File: src/inc/tbh_pkg.sv
package tbh_pkg;
  // ==========================================
  // stream carriers
  typedef struct packed {
    logic vld;
    logic last;
    logic [7:0] data;
  } tbh_byte_s;

  typedef enum logic [2:0] {
    TBH_SEL_NONE = 3'h0,
    TBH_SEL_EF = 3'h1,
    TBH_SEL_APP = 3'h2,
    TBH_SEL_CC = 3'h3,
    TBH_SEL_NDEF = 3'h4
  } tbh_sel_e;

  // ==========================================
  // command codes and answers
  localparam logic [7:0] TBH_CMD_ATTRIB = 8'h1d;
  localparam logic [7:0] TBH_CMD_HALT = 8'h50;
  localparam logic [3:0] TBH_MBLI = 4'h1;
  localparam logic [3:0] TBH_CID_NONE = 4'h0;
  localparam logic [7:0] TBH_HALT_ANS = 8'h00;
  localparam logic [7:0] TBH_CLA = 8'h00;
  localparam logic [7:0] TBH_INS_SELECT = 8'ha4;
  localparam logic [7:0] TBH_INS_READ = 8'hb0;
  localparam logic [15:0] TBH_P12_EF = 16'h020c;
  localparam logic [15:0] TBH_P12_APP = 16'h0400;
  localparam logic [15:0] TBH_P12_FID = 16'h000c;
  localparam logic [7:0] TBH_LC_APP = 8'h07;
  localparam logic [7:0] TBH_LC_FID = 8'h02;
  localparam logic [7:0] TBH_LE_APP = 8'h00;
  localparam logic [55:0] TBH_AID = 56'hd2760000850101;
  localparam logic [15:0] TBH_FID_CC = 16'he103;
  localparam logic [15:0] TBH_FID_NDEF = 16'h0103;
  localparam logic [7:0] TBH_LE_MIN = 8'h01;
  localparam logic [7:0] TBH_LE_MAX = 8'hfb;

  // ==========================================
  // frame lengths without crc, buffer depth
  localparam logic [4:0] TBH_LEN_HALT = 5'h05;
  localparam logic [4:0] TBH_LEN_HDR = 5'h05;
  localparam logic [4:0] TBH_LEN_APP = 5'h0d;
  localparam logic [4:0] TBH_LEN_FID = 5'h07;
  localparam logic [4:0] TBH_LEN_CRC = 5'h02;
  localparam logic [4:0] TBH_BUF_DEPTH = 5'h10;

  // ==========================================
  // crc_b: reflected 0x1021, preset ffff, good residue f0b8
  localparam logic [15:0] TBH_CRC_INIT = 16'hffff;
  localparam logic [15:0] TBH_CRC_POLY = 16'h8408;
  localparam logic [15:0] TBH_CRC_GOOD = 16'hf0b8;

  function automatic logic [15:0] tbh_crc_upd(input logic [15:0] c, input logic [7:0] b);
    logic [15:0] r;
    r = c ^ {8'h00, b};
    for (int i = 0; i < 8; i++) begin
      r = r[0] ? ((r >> 1) ^ TBH_CRC_POLY) : (r >> 1);
    end
    return r;
  endfunction
endpackage

File: src/rtl/tbh_core.sv
`timescale 1ns/100ps
// Summary of operation
// - attrib answer is one byte, upper nibble 0001b, then crc_b.
// - attrib answer lower nibble is 0000b, no cid support.
// - halt with matching pupi enters halt state, answers 0x00 plus crc_b.
// - select and read with class byte not 0x00 get an error status.
// - select is 0xa4; only p1p2 020c, 0400, 000c accepted.
// - select lc is 07 for application, 02 otherwise; else error.
// - application select data must be d2760000850101 exactly.
// - with 000c, e103 selects cc file and 0103 selects ndef file.
// - with 020c any two-byte ef id is accepted.
// - le byte 0x00 present only for application select; else error.
// - select answer with p2 0c is only the two status bytes.
// - read is 0xb0; p1p2 give start address, le gives length.
// - read answer carries data then status; data only on normal end.
module tbh_core #(
  parameter logic [15:0] SW_OK = 16'h9000,
  parameter logic [15:0] SW_ERR_CLA = 16'h6e00,
  parameter logic [15:0] SW_ERR_INS = 16'h6d00,
  parameter logic [15:0] SW_ERR_P12 = 16'h6a86,
  parameter logic [15:0] SW_ERR_LC = 16'h6700,
  parameter logic [15:0] SW_ERR_LE = 16'h6c00,
  parameter logic [15:0] SW_ERR_DATA = 16'h6a82
) (
  input wire logic clk_i,
  input wire logic rstn_i,
  input wire tbh_pkg::tbh_byte_s rx_i,
  input wire logic [31:0] pupi_i,
  output tbh_pkg::tbh_byte_s tx_o,
  input wire logic tx_rdy_i,
  output logic mem_rd_o,
  output logic [15:0] mem_addr_o,
  input wire logic [7:0] mem_data_i,
  output logic halted_o,
  output tbh_pkg::tbh_sel_e sel_o
);
  import tbh_pkg::*;

  // ==========================================
  // state
  typedef enum logic [1:0] {
    ST_LISTEN = 2'h0,
    ST_EXEC = 2'h1,
    ST_SEND = 2'h3
  } tbh_st_e;

  typedef enum logic [2:0] {
    PH_BYTE = 3'h0,
    PH_DATA = 3'h1,
    PH_SW1 = 3'h2,
    PH_SW2 = 3'h3,
    PH_CRC1 = 3'h4,
    PH_CRC2 = 3'h5,
    PH_DONE = 3'h6
  } tbh_ph_e;

  tbh_st_e st_ff;
  tbh_ph_e ph_ff;
  logic [7:0] buf_ff [TBH_BUF_DEPTH];
  logic [4:0] cnt_ff;
  logic ovf_ff;
  logic [15:0] rcrc_ff;
  logic [15:0] tcrc_ff;
  logic [15:0] nxt_rcrc;
  logic [7:0] ans_ff;
  logic [15:0] sw_ff;
  logic [7:0] left_ff;
  logic pend_ff;
  logic dec_drop;
  logic frame_done;
  tbh_byte_s tx_ff;

  // ==========================================
  // receive: bytes are only taken while listening (half duplex)
  wire rx_take = rx_i.vld && st_ff == ST_LISTEN && !halted_o;
  assign nxt_rcrc = tbh_crc_upd(rcrc_ff, rx_i.data);
  // a frame ends when decode drops it or when its last answer byte is gone
  assign frame_done = (st_ff == ST_EXEC && dec_drop) || (st_ff == ST_SEND && ph_ff == PH_DONE && !tx_ff.vld);

  // frame collector; overflow marks the frame for dropping
  always_ff @(posedge clk_i or negedge rstn_i) begin
    if (!rstn_i) begin
      cnt_ff <= 5'h00;
      ovf_ff <= 1'b0;
      rcrc_ff <= TBH_CRC_INIT;
    end else if (rx_take) begin
      if (rx_i.last) begin
        // a bad residue drops the frame here, so its count must not leak into the next one
        if (nxt_rcrc != TBH_CRC_GOOD) begin
          cnt_ff <= 5'h00;
          ovf_ff <= 1'b0;
        end
        rcrc_ff <= TBH_CRC_INIT;
      end else begin
        cnt_ff <= (cnt_ff == TBH_BUF_DEPTH) ? cnt_ff : cnt_ff + 5'h01;
        ovf_ff <= ovf_ff | (cnt_ff == TBH_BUF_DEPTH);
        rcrc_ff <= nxt_rcrc;
      end
    end else if (frame_done) begin
      cnt_ff <= 5'h00;
      ovf_ff <= 1'b0;
    end
  end

  // byte store; the last byte is written too, count stays and decode adds one
  always_ff @(posedge clk_i) begin
    if (rx_take && !ovf_ff && cnt_ff != TBH_BUF_DEPTH) begin
      buf_ff[cnt_ff[3:0]] <= rx_i.data;
    end
  end

  // ==========================================
  // decode of a stored frame (valid in exec)
  wire [4:0] flen = cnt_ff + 5'h01;
  wire [4:0] alen = flen - TBH_LEN_CRC;
  wire [15:0] p12 = {buf_ff[2], buf_ff[3]};
  wire [15:0] fid = {buf_ff[5], buf_ff[6]};
  wire [55:0] aid = {buf_ff[5], buf_ff[6], buf_ff[7], buf_ff[8], buf_ff[9], buf_ff[10], buf_ff[11]};
  wire [31:0] hid = {buf_ff[1], buf_ff[2], buf_ff[3], buf_ff[4]};

  logic dec_one;
  logic dec_halt;
  logic dec_read;
  logic [7:0] dec_ans;
  logic [15:0] dec_sw;
  tbh_sel_e dec_sel;

  always_comb begin
    dec_drop = 1'b0;
    dec_one = 1'b0;
    dec_halt = 1'b0;
    dec_read = 1'b0;
    dec_ans = TBH_HALT_ANS;
    dec_sw = SW_OK;
    dec_sel = sel_o;
    // a full count means the last byte found no room, so the frame is too long
    if (ovf_ff || cnt_ff == TBH_BUF_DEPTH || flen <= TBH_LEN_CRC) begin
      dec_drop = 1'b1;
    end else if (buf_ff[0] == TBH_CMD_ATTRIB) begin
      dec_one = 1'b1;
      dec_ans = {TBH_MBLI, TBH_CID_NONE};
    end else if (buf_ff[0] == TBH_CMD_HALT) begin
      // halt frame is code plus pupi; a foreign pupi gets silence
      if (alen == TBH_LEN_HALT && hid == pupi_i) begin
        dec_one = 1'b1;
        dec_halt = 1'b1;
      end else begin
        dec_drop = 1'b1;
      end
    end else if (alen < TBH_LEN_HDR - 5'h01) begin
      dec_drop = 1'b1;
    end else if (buf_ff[0] != TBH_CLA) begin
      dec_sw = SW_ERR_CLA;
    end else if (buf_ff[1] == TBH_INS_SELECT) begin
      // select: pair, then lc, then frame length (le), then data
      if (p12 != TBH_P12_EF && p12 != TBH_P12_APP && p12 != TBH_P12_FID) begin
        dec_sw = SW_ERR_P12;
      end else if (alen < TBH_LEN_HDR) begin
        dec_sw = SW_ERR_LC;
      end else if (p12 == TBH_P12_APP) begin
        if (buf_ff[4] != TBH_LC_APP) begin
          dec_sw = SW_ERR_LC;
        end else if (alen != TBH_LEN_APP || buf_ff[12] != TBH_LE_APP) begin
          dec_sw = SW_ERR_LE;
        end else if (aid != TBH_AID) begin
          dec_sw = SW_ERR_DATA;
        end else begin
          dec_sel = TBH_SEL_APP;
        end
      end else if (buf_ff[4] != TBH_LC_FID) begin
        dec_sw = SW_ERR_LC;
      end else if (alen != TBH_LEN_FID) begin
        dec_sw = SW_ERR_LE;
      end else if (p12 == TBH_P12_EF) begin
        dec_sel = TBH_SEL_EF;
      end else if (fid == TBH_FID_CC) begin
        dec_sel = TBH_SEL_CC;
      end else if (fid == TBH_FID_NDEF) begin
        dec_sel = TBH_SEL_NDEF;
      end else begin
        dec_sel = TBH_SEL_EF;
      end
    end else if (buf_ff[1] == TBH_INS_READ) begin
      // read: exactly header plus le, le within 1..251
      if (alen != TBH_LEN_HDR) begin
        dec_sw = SW_ERR_LE;
      end else if (buf_ff[4] < TBH_LE_MIN || buf_ff[4] > TBH_LE_MAX) begin
        dec_sw = SW_ERR_LE;
      end else begin
        dec_read = 1'b1;
      end
    end else begin
      dec_sw = SW_ERR_INS;
    end
  end

  // ==========================================
  // sequencer
  always_ff @(posedge clk_i or negedge rstn_i) begin
    if (!rstn_i) begin
      st_ff <= ST_LISTEN;
    end else begin
      case (st_ff)
        ST_LISTEN: begin
          if (rx_take && rx_i.last) begin
            // only a good residue moves on; bad frames vanish
            st_ff <= (nxt_rcrc == TBH_CRC_GOOD) ? ST_EXEC : ST_LISTEN;
          end
        end
        ST_EXEC: begin
          st_ff <= dec_drop ? ST_LISTEN : ST_SEND;
        end
        ST_SEND: begin
          if (frame_done) begin
            st_ff <= ST_LISTEN;
          end
        end
        default: begin
          st_ff <= ST_LISTEN;
        end
      endcase
    end
  end

  // halt and file selection, latched as the answer is chosen
  always_ff @(posedge clk_i or negedge rstn_i) begin
    if (!rstn_i) begin
      halted_o <= 1'b0;
      sel_o <= TBH_SEL_NONE;
    end else if (st_ff == ST_EXEC && !dec_drop) begin
      halted_o <= halted_o | dec_halt;
      sel_o <= dec_sel;
    end
  end

  // ==========================================
  // answer builder: one byte per free output slot
  wire slot = st_ff == ST_SEND && !tx_ff.vld;

  always_ff @(posedge clk_i or negedge rstn_i) begin
    if (!rstn_i) begin
      ph_ff <= PH_BYTE;
      ans_ff <= 8'h00;
      sw_ff <= 16'h0000;
      left_ff <= 8'h00;
      pend_ff <= 1'b0;
      mem_rd_o <= 1'b0;
      mem_addr_o <= 16'h0000;
      tcrc_ff <= TBH_CRC_INIT;
      tx_ff <= '0;
    end else begin
      mem_rd_o <= 1'b0;
      if (tx_ff.vld && tx_rdy_i) begin
        tx_ff <= '0;
        // phase has already moved on; crc2 and done mean a crc byte was taken
        if (ph_ff != PH_CRC2 && ph_ff != PH_DONE) begin
          tcrc_ff <= tbh_crc_upd(tcrc_ff, tx_ff.data);
        end
      end
      if (st_ff == ST_EXEC) begin
        ans_ff <= dec_ans;
        sw_ff <= dec_sw;
        left_ff <= buf_ff[4];
        mem_addr_o <= p12;
        tcrc_ff <= TBH_CRC_INIT;
        // select answers are status only, never control info
        ph_ff <= dec_one ? PH_BYTE : (dec_read ? PH_DATA : PH_SW1);
      end else if (slot) begin
        case (ph_ff)
          PH_BYTE: begin
            tx_ff <= '{vld: 1'b1, last: 1'b0, data: ans_ff};
            ph_ff <= PH_CRC1;
          end
          PH_DATA: begin
            // memory answers one cycle after the strobe
            if (!pend_ff) begin
              pend_ff <= 1'b1;
              mem_rd_o <= 1'b1;
            end else begin
              pend_ff <= 1'b0;
              tx_ff <= '{vld: 1'b1, last: 1'b0, data: mem_data_i};
              mem_addr_o <= mem_addr_o + 16'h0001;
              left_ff <= left_ff - 8'h01;
              ph_ff <= (left_ff == 8'h01) ? PH_SW1 : PH_DATA;
            end
          end
          PH_SW1: begin
            tx_ff <= '{vld: 1'b1, last: 1'b0, data: sw_ff[15:8]};
            ph_ff <= PH_SW2;
          end
          PH_SW2: begin
            tx_ff <= '{vld: 1'b1, last: 1'b0, data: sw_ff[7:0]};
            ph_ff <= PH_CRC1;
          end
          PH_CRC1: begin
            tx_ff <= '{vld: 1'b1, last: 1'b0, data: ~tcrc_ff[7:0]};
            ph_ff <= PH_CRC2;
          end
          PH_CRC2: begin
            // high crc byte also waits for a free slot, keeping the idle gap
            tx_ff <= '{vld: 1'b1, last: 1'b1, data: ~tcrc_ff[15:8]};
            ph_ff <= PH_DONE;
          end
          PH_DONE: begin
            ph_ff <= PH_BYTE;
          end
          default: begin
            ph_ff <= PH_BYTE;
          end
        endcase
      end
    end
  end

  assign tx_o = tx_ff;
endmodule

File: config.mk
export PLATFORM = sky130hd
export DESIGN_NAME = tbh_core
export DESIGN_NICKNAME = d
export VERILOG_FILES = /design/src/inc/tbh_pkg.sv /design/src/rtl/tbh_core.sv
export SDC_FILE = /design/constraint.sdc
export NUM_CORES = 1
export LEC_CHECK = 0
export BUFFER_PORTS_ARGS = -buffer_cell sky130_fd_sc_hd__buf_2
export CAP_MARGIN = 20
export CORE_ASPECT_RATIO = 1.25
export CORE_MARGIN = 5
export CORE_UTILIZATION = 48
export CTS_CLUSTER_DIAMETER = 200
export DETAILED_ROUTE_END_ITERATION = 8
export GPL_TIMING_DRIVEN = 0
export PLACE_DENSITY = 0.64
export SETUP_SLACK_MARGIN = 0.3
export SLEW_MARGIN = 25
export SYNTH_ARGS = -nofsm -noshare
export SYNTH_HDL_FRONTEND = slang
export SYNTH_SLANG_ARGS = --single-unit
export TNS_END_PERCENT = 20
File: constraint.sdc
create_clock -name clk_i -period 8.3 [get_ports clk_i]
set_input_delay 1.245 -clock clk_i [delete_from_list [all_inputs] [get_ports clk_i]]
set_output_delay 1.245 -clock clk_i [all_outputs]
set_load 0.02 [all_outputs]
==> run metrics <==
cell depth of the worst setup path=4; Net Sw Frac=30.0%; IR Drop Worst-Case VDD=0.160 mV; Clk network pwr share=35.1%; count of routing violations after the opening detailed-route iteration=~470; Post-CTS Setup Bufs=0; Critical Path RT=between 8000 and 9000 ps; Synth Area per Inst=11.5 sq um; combined buffer and inverter count along the critical path=1; setup ws final=4780 ps; Worst Hold Path Cells=1; sum of net half-perimeters after detailed placement=17100 um; core footprint=19500 sq um; Power Internal=about 0.0017 W; number of design rule violations left after detail routing=0; number of library cell types mapped by synthesis=76; count of final setup violators=0; endpoint of the most critical register-to-register path=sel_o[2]; critical path's top delay family=simple AND/OR/NAND/NOR gates; setup repair after global routing missed its margin=no; Worst EP arrival=roughly 3600 ps; Worst Hold Path EP=sel_o[1]; Gates resized, CTS repair=0; met3 Track Usage GR=around 3.0%; combinational cell fraction of total power=17.1%; clock tree buffer depth=2; initial antenna violation count=0; number of enable flip-flop cells after synthesis=104; signed area change from the synthesized netlist to the final layout=15.1%; number of nets in the layout=slightly below 1000; DP Worst Slack=4360 ps; Sequential Power Share=47.8%; run status=finished, final reports clean; FFs w/ async S/R, synth=46.9%; count of vias placed by the detailed router=approximately 6900; Tcrit/Tclk final=42.4%; Global Route Usage Sum=20.9%; Post-CTS Hold Buffers=0; post-synth design cell area=roughly 9500 sq um; number of buffers created by CTS=17; Wirelength per Cell=approximately 19 um; Register-to-Register Path Depth=11; ratio of total power to cell area=approximately 230 nW/um^2; Max-slew headroom=a little over a third; placement-stage cell area=10300 sq um; startpoint of the worst-slack reg-to-reg timing path=cnt_ff[0]; CP peak stage delay=950 ps; Warnings, synthesis=0; number of I/O pins=84; layout cell share with drive strength beyond 1=19.0%; buffer type at the clock tree root=sky130_fd_sc_hd__clkbuf_16; setup TNS after final layout=0 ps; peak fanout along the critical path=8; maximum clock frequency=0.284 GHz; Synth Instances=826; met1 Usage GRT=25.7%; net count after synthesis=between 800 and 900; CTS tree=done; number of global-route vias before repair=between 6000 and 7000; type of element launching the critical path=input port; transition time at the pin with the least slew margin=approximately 950 ps; post-layout min period=3520 ps; CP Capture Type=register; remaining antenna violation count=0; post-route standard cell area excluding fillers=10900 sq um; clock slew at reported path FFs=80 ps; aggregate routed wire length=23400 um; register bit total from synthesis=196; reg2reg setup slack=4880 ps; final weighted congestion of routability-driven global placement=0.887; DR vias/cell=5.74; height of the chip=167 um; maximum number of pins on one net before global-route repair=67; H-tree depth=4; number of diodes=0; portion of the post-synthesis area used by sequential elements=57.5%; max-slew violation count=0; slowest stage cell, crit path=sky130_fd_sc_hd__nor4bb_2; Die W=136 um; Sw Pwr=roughly 0.00074 W; worst setup path class=input port to register; initial core utilization=between 40% and 50%; Port Buf Inserts=83; first-pass iteration count of the detailed router=5; Hold Violations, Final=0; remaining global-route overflow=0; number of max-cap violations=0; first-pass GRT wire length=between 30000 and 40000 um; type of the tightest min-delay check=register to register; met2 layer usage reported by global route=37.4%; floorplan row count=57; startpoint of the worst hold path=sel_o[1]; Clock Skew=12.4 ps; most utilized layer in the global route result=met2; most used flip-flop cell after synthesis=sky130_fd_sc_hd__edfxtp_1; LEAKAGE=4.10 nW; overall die area=22700 sq um; cells along the critical path=buf_2 -> or4b_2 -> nor3_1 -> nor4bb_2; sink count of the clock tree=just under 200; clock insertion delay at the later pin of the skew report=440 ps
## stage by stage
step	std cells	util, %	total power [W]	hold WS [ps]
after CTS	1207	56.2	0.00249	505
after global routing	1207	56.2	0.00259	522
final	1207	56.2	0.00247	503
after detailed placement	1175	52.9	0.00163	486
after global placement	1174	52.7	0.00162	471
after floorplan	826	-	0.00150	449
## layout by cell type, fill, tap and decap left out, types with 20 or more instances in the layout
master,instances
sky130_fd_sc_hd__edfxtp_1,104
sky130_fd_sc_hd__buf_2,85
sky130_fd_sc_hd__nand2_1,84
sky130_fd_sc_hd__xnor2_1,64
sky130_fd_sc_hd__dfrtp_1,60
sky130_fd_sc_hd__nor2_1,47
sky130_fd_sc_hd__a21oi_1,38
sky130_fd_sc_hd__o21ai_0,36
sky130_fd_sc_hd__dfstp_2,32
sky130_fd_sc_hd__clkbuf_1,24
sky130_fd_sc_hd__nor3_1,23
sky130_fd_sc_hd__o211ai_1,23
sky130_fd_sc_hd__xor2_1,21
sky130_fd_sc_hd__nand4_1,20
## Yosys cell counts, drive strengths merged (5+ instances only)
library cell	number	area [sq um]
nor2	47	176
clkbuf	25	95.1
dfstp	32	841
o22ai	7	43.8
a221o	10	100
mux2	8	90.1
and3	17	106
a31oi	6	37.5
nor3b	9	67.6
o211ai	23	173
dfrtp	60	1500
xor2	21	184
nor3	23	115
nand2b	7	43.8
nor2b	5	31.3
a22oi	6	45.0
nor4	19	131
edfxtp	104	3120
buf	7	37.5
a21oi	39	199
and4	6	55.1
or3	8	60.1
o21ai	36	180
nand2	84	315
nand4	20	125
and2	9	56.3
mux2i	5	50.1
ha	11	138
inv	14	52.6
xnor2	64	561
nand3b	6	45.0
nand3	18	100
o311ai	8	70.1
nor4b	10	109
## how the worst max path moves through the flow
stage	start	end
final	rx_i[9]	buf_ff[0][1]
after global routing	cnt_ff[0]	sel_o[2]
after detailed placement	rx_i[9]	buf_ff[0][6]
after CTS	rx_i[9]	buf_ff[0][0]
after global placement	rx_i[9]	buf_ff[0][6]
after floorplan	rx_i[9]	buf_ff[0][0]
## flip-flops by register name, indices dropped and copies added, names as in the netlist, 2 cells and up
name        cells
cnt_ff          5
ph_ff           3
st_ff           2
sw_ff           8
rcrc_ff        16
left_ff         8
mem_addr_o     16
buf_ff        104
tx_o           10
sel_o           3
tcrc_ff        16
## final cells by class
type                            count  area, sq um
Clock inverter                     15          218
Fill cell                        1676         8530
Inverter                           14         52.6
Multi-Input combinational cell    584         3870
Sequential cell                   196         5470
Tap cell                          265          332
Clock buffer                       17          425
Buffer                             32          133
Timing Repair Buffer               84          449
## power groups by stage
stage          logic [W]  registers, W  clock network, W
5_1_grt         0.000475       0.00119          0.000922
2_1_floorplan   0.000316       0.00119                 0
3_3_place_gp    0.000417       0.00120                 0
3_5_place_dp    0.000425       0.00120                 0
6_report        0.000424       0.00118          0.000867
4_1_cts         0.000428       0.00118          0.000882
## layer usage
layer | share of wire, % | routed length (um)
met1 | 42 | 9740
met2 | 53 | 12400
met3 | 3.2 | 752
met4 | 2.3 | 542
met5 | 0 | 0
## cells by family (layout without fill, tap and decap cells)
kind of cell,count (synthesis),after routing,share of synthesized area (%)
and+or+nand+nor,299,299,17.2
buffers and inverters,46,162,1.95
muxes,13,13,1.47
DFF,196,196,57.5
AOI/OAI and AO/OA,176,176,12.6
adders and majority gates,11,11,1.45
xor gates and xnor gates,85,85,7.83
(Power assumes the default switching activity.)
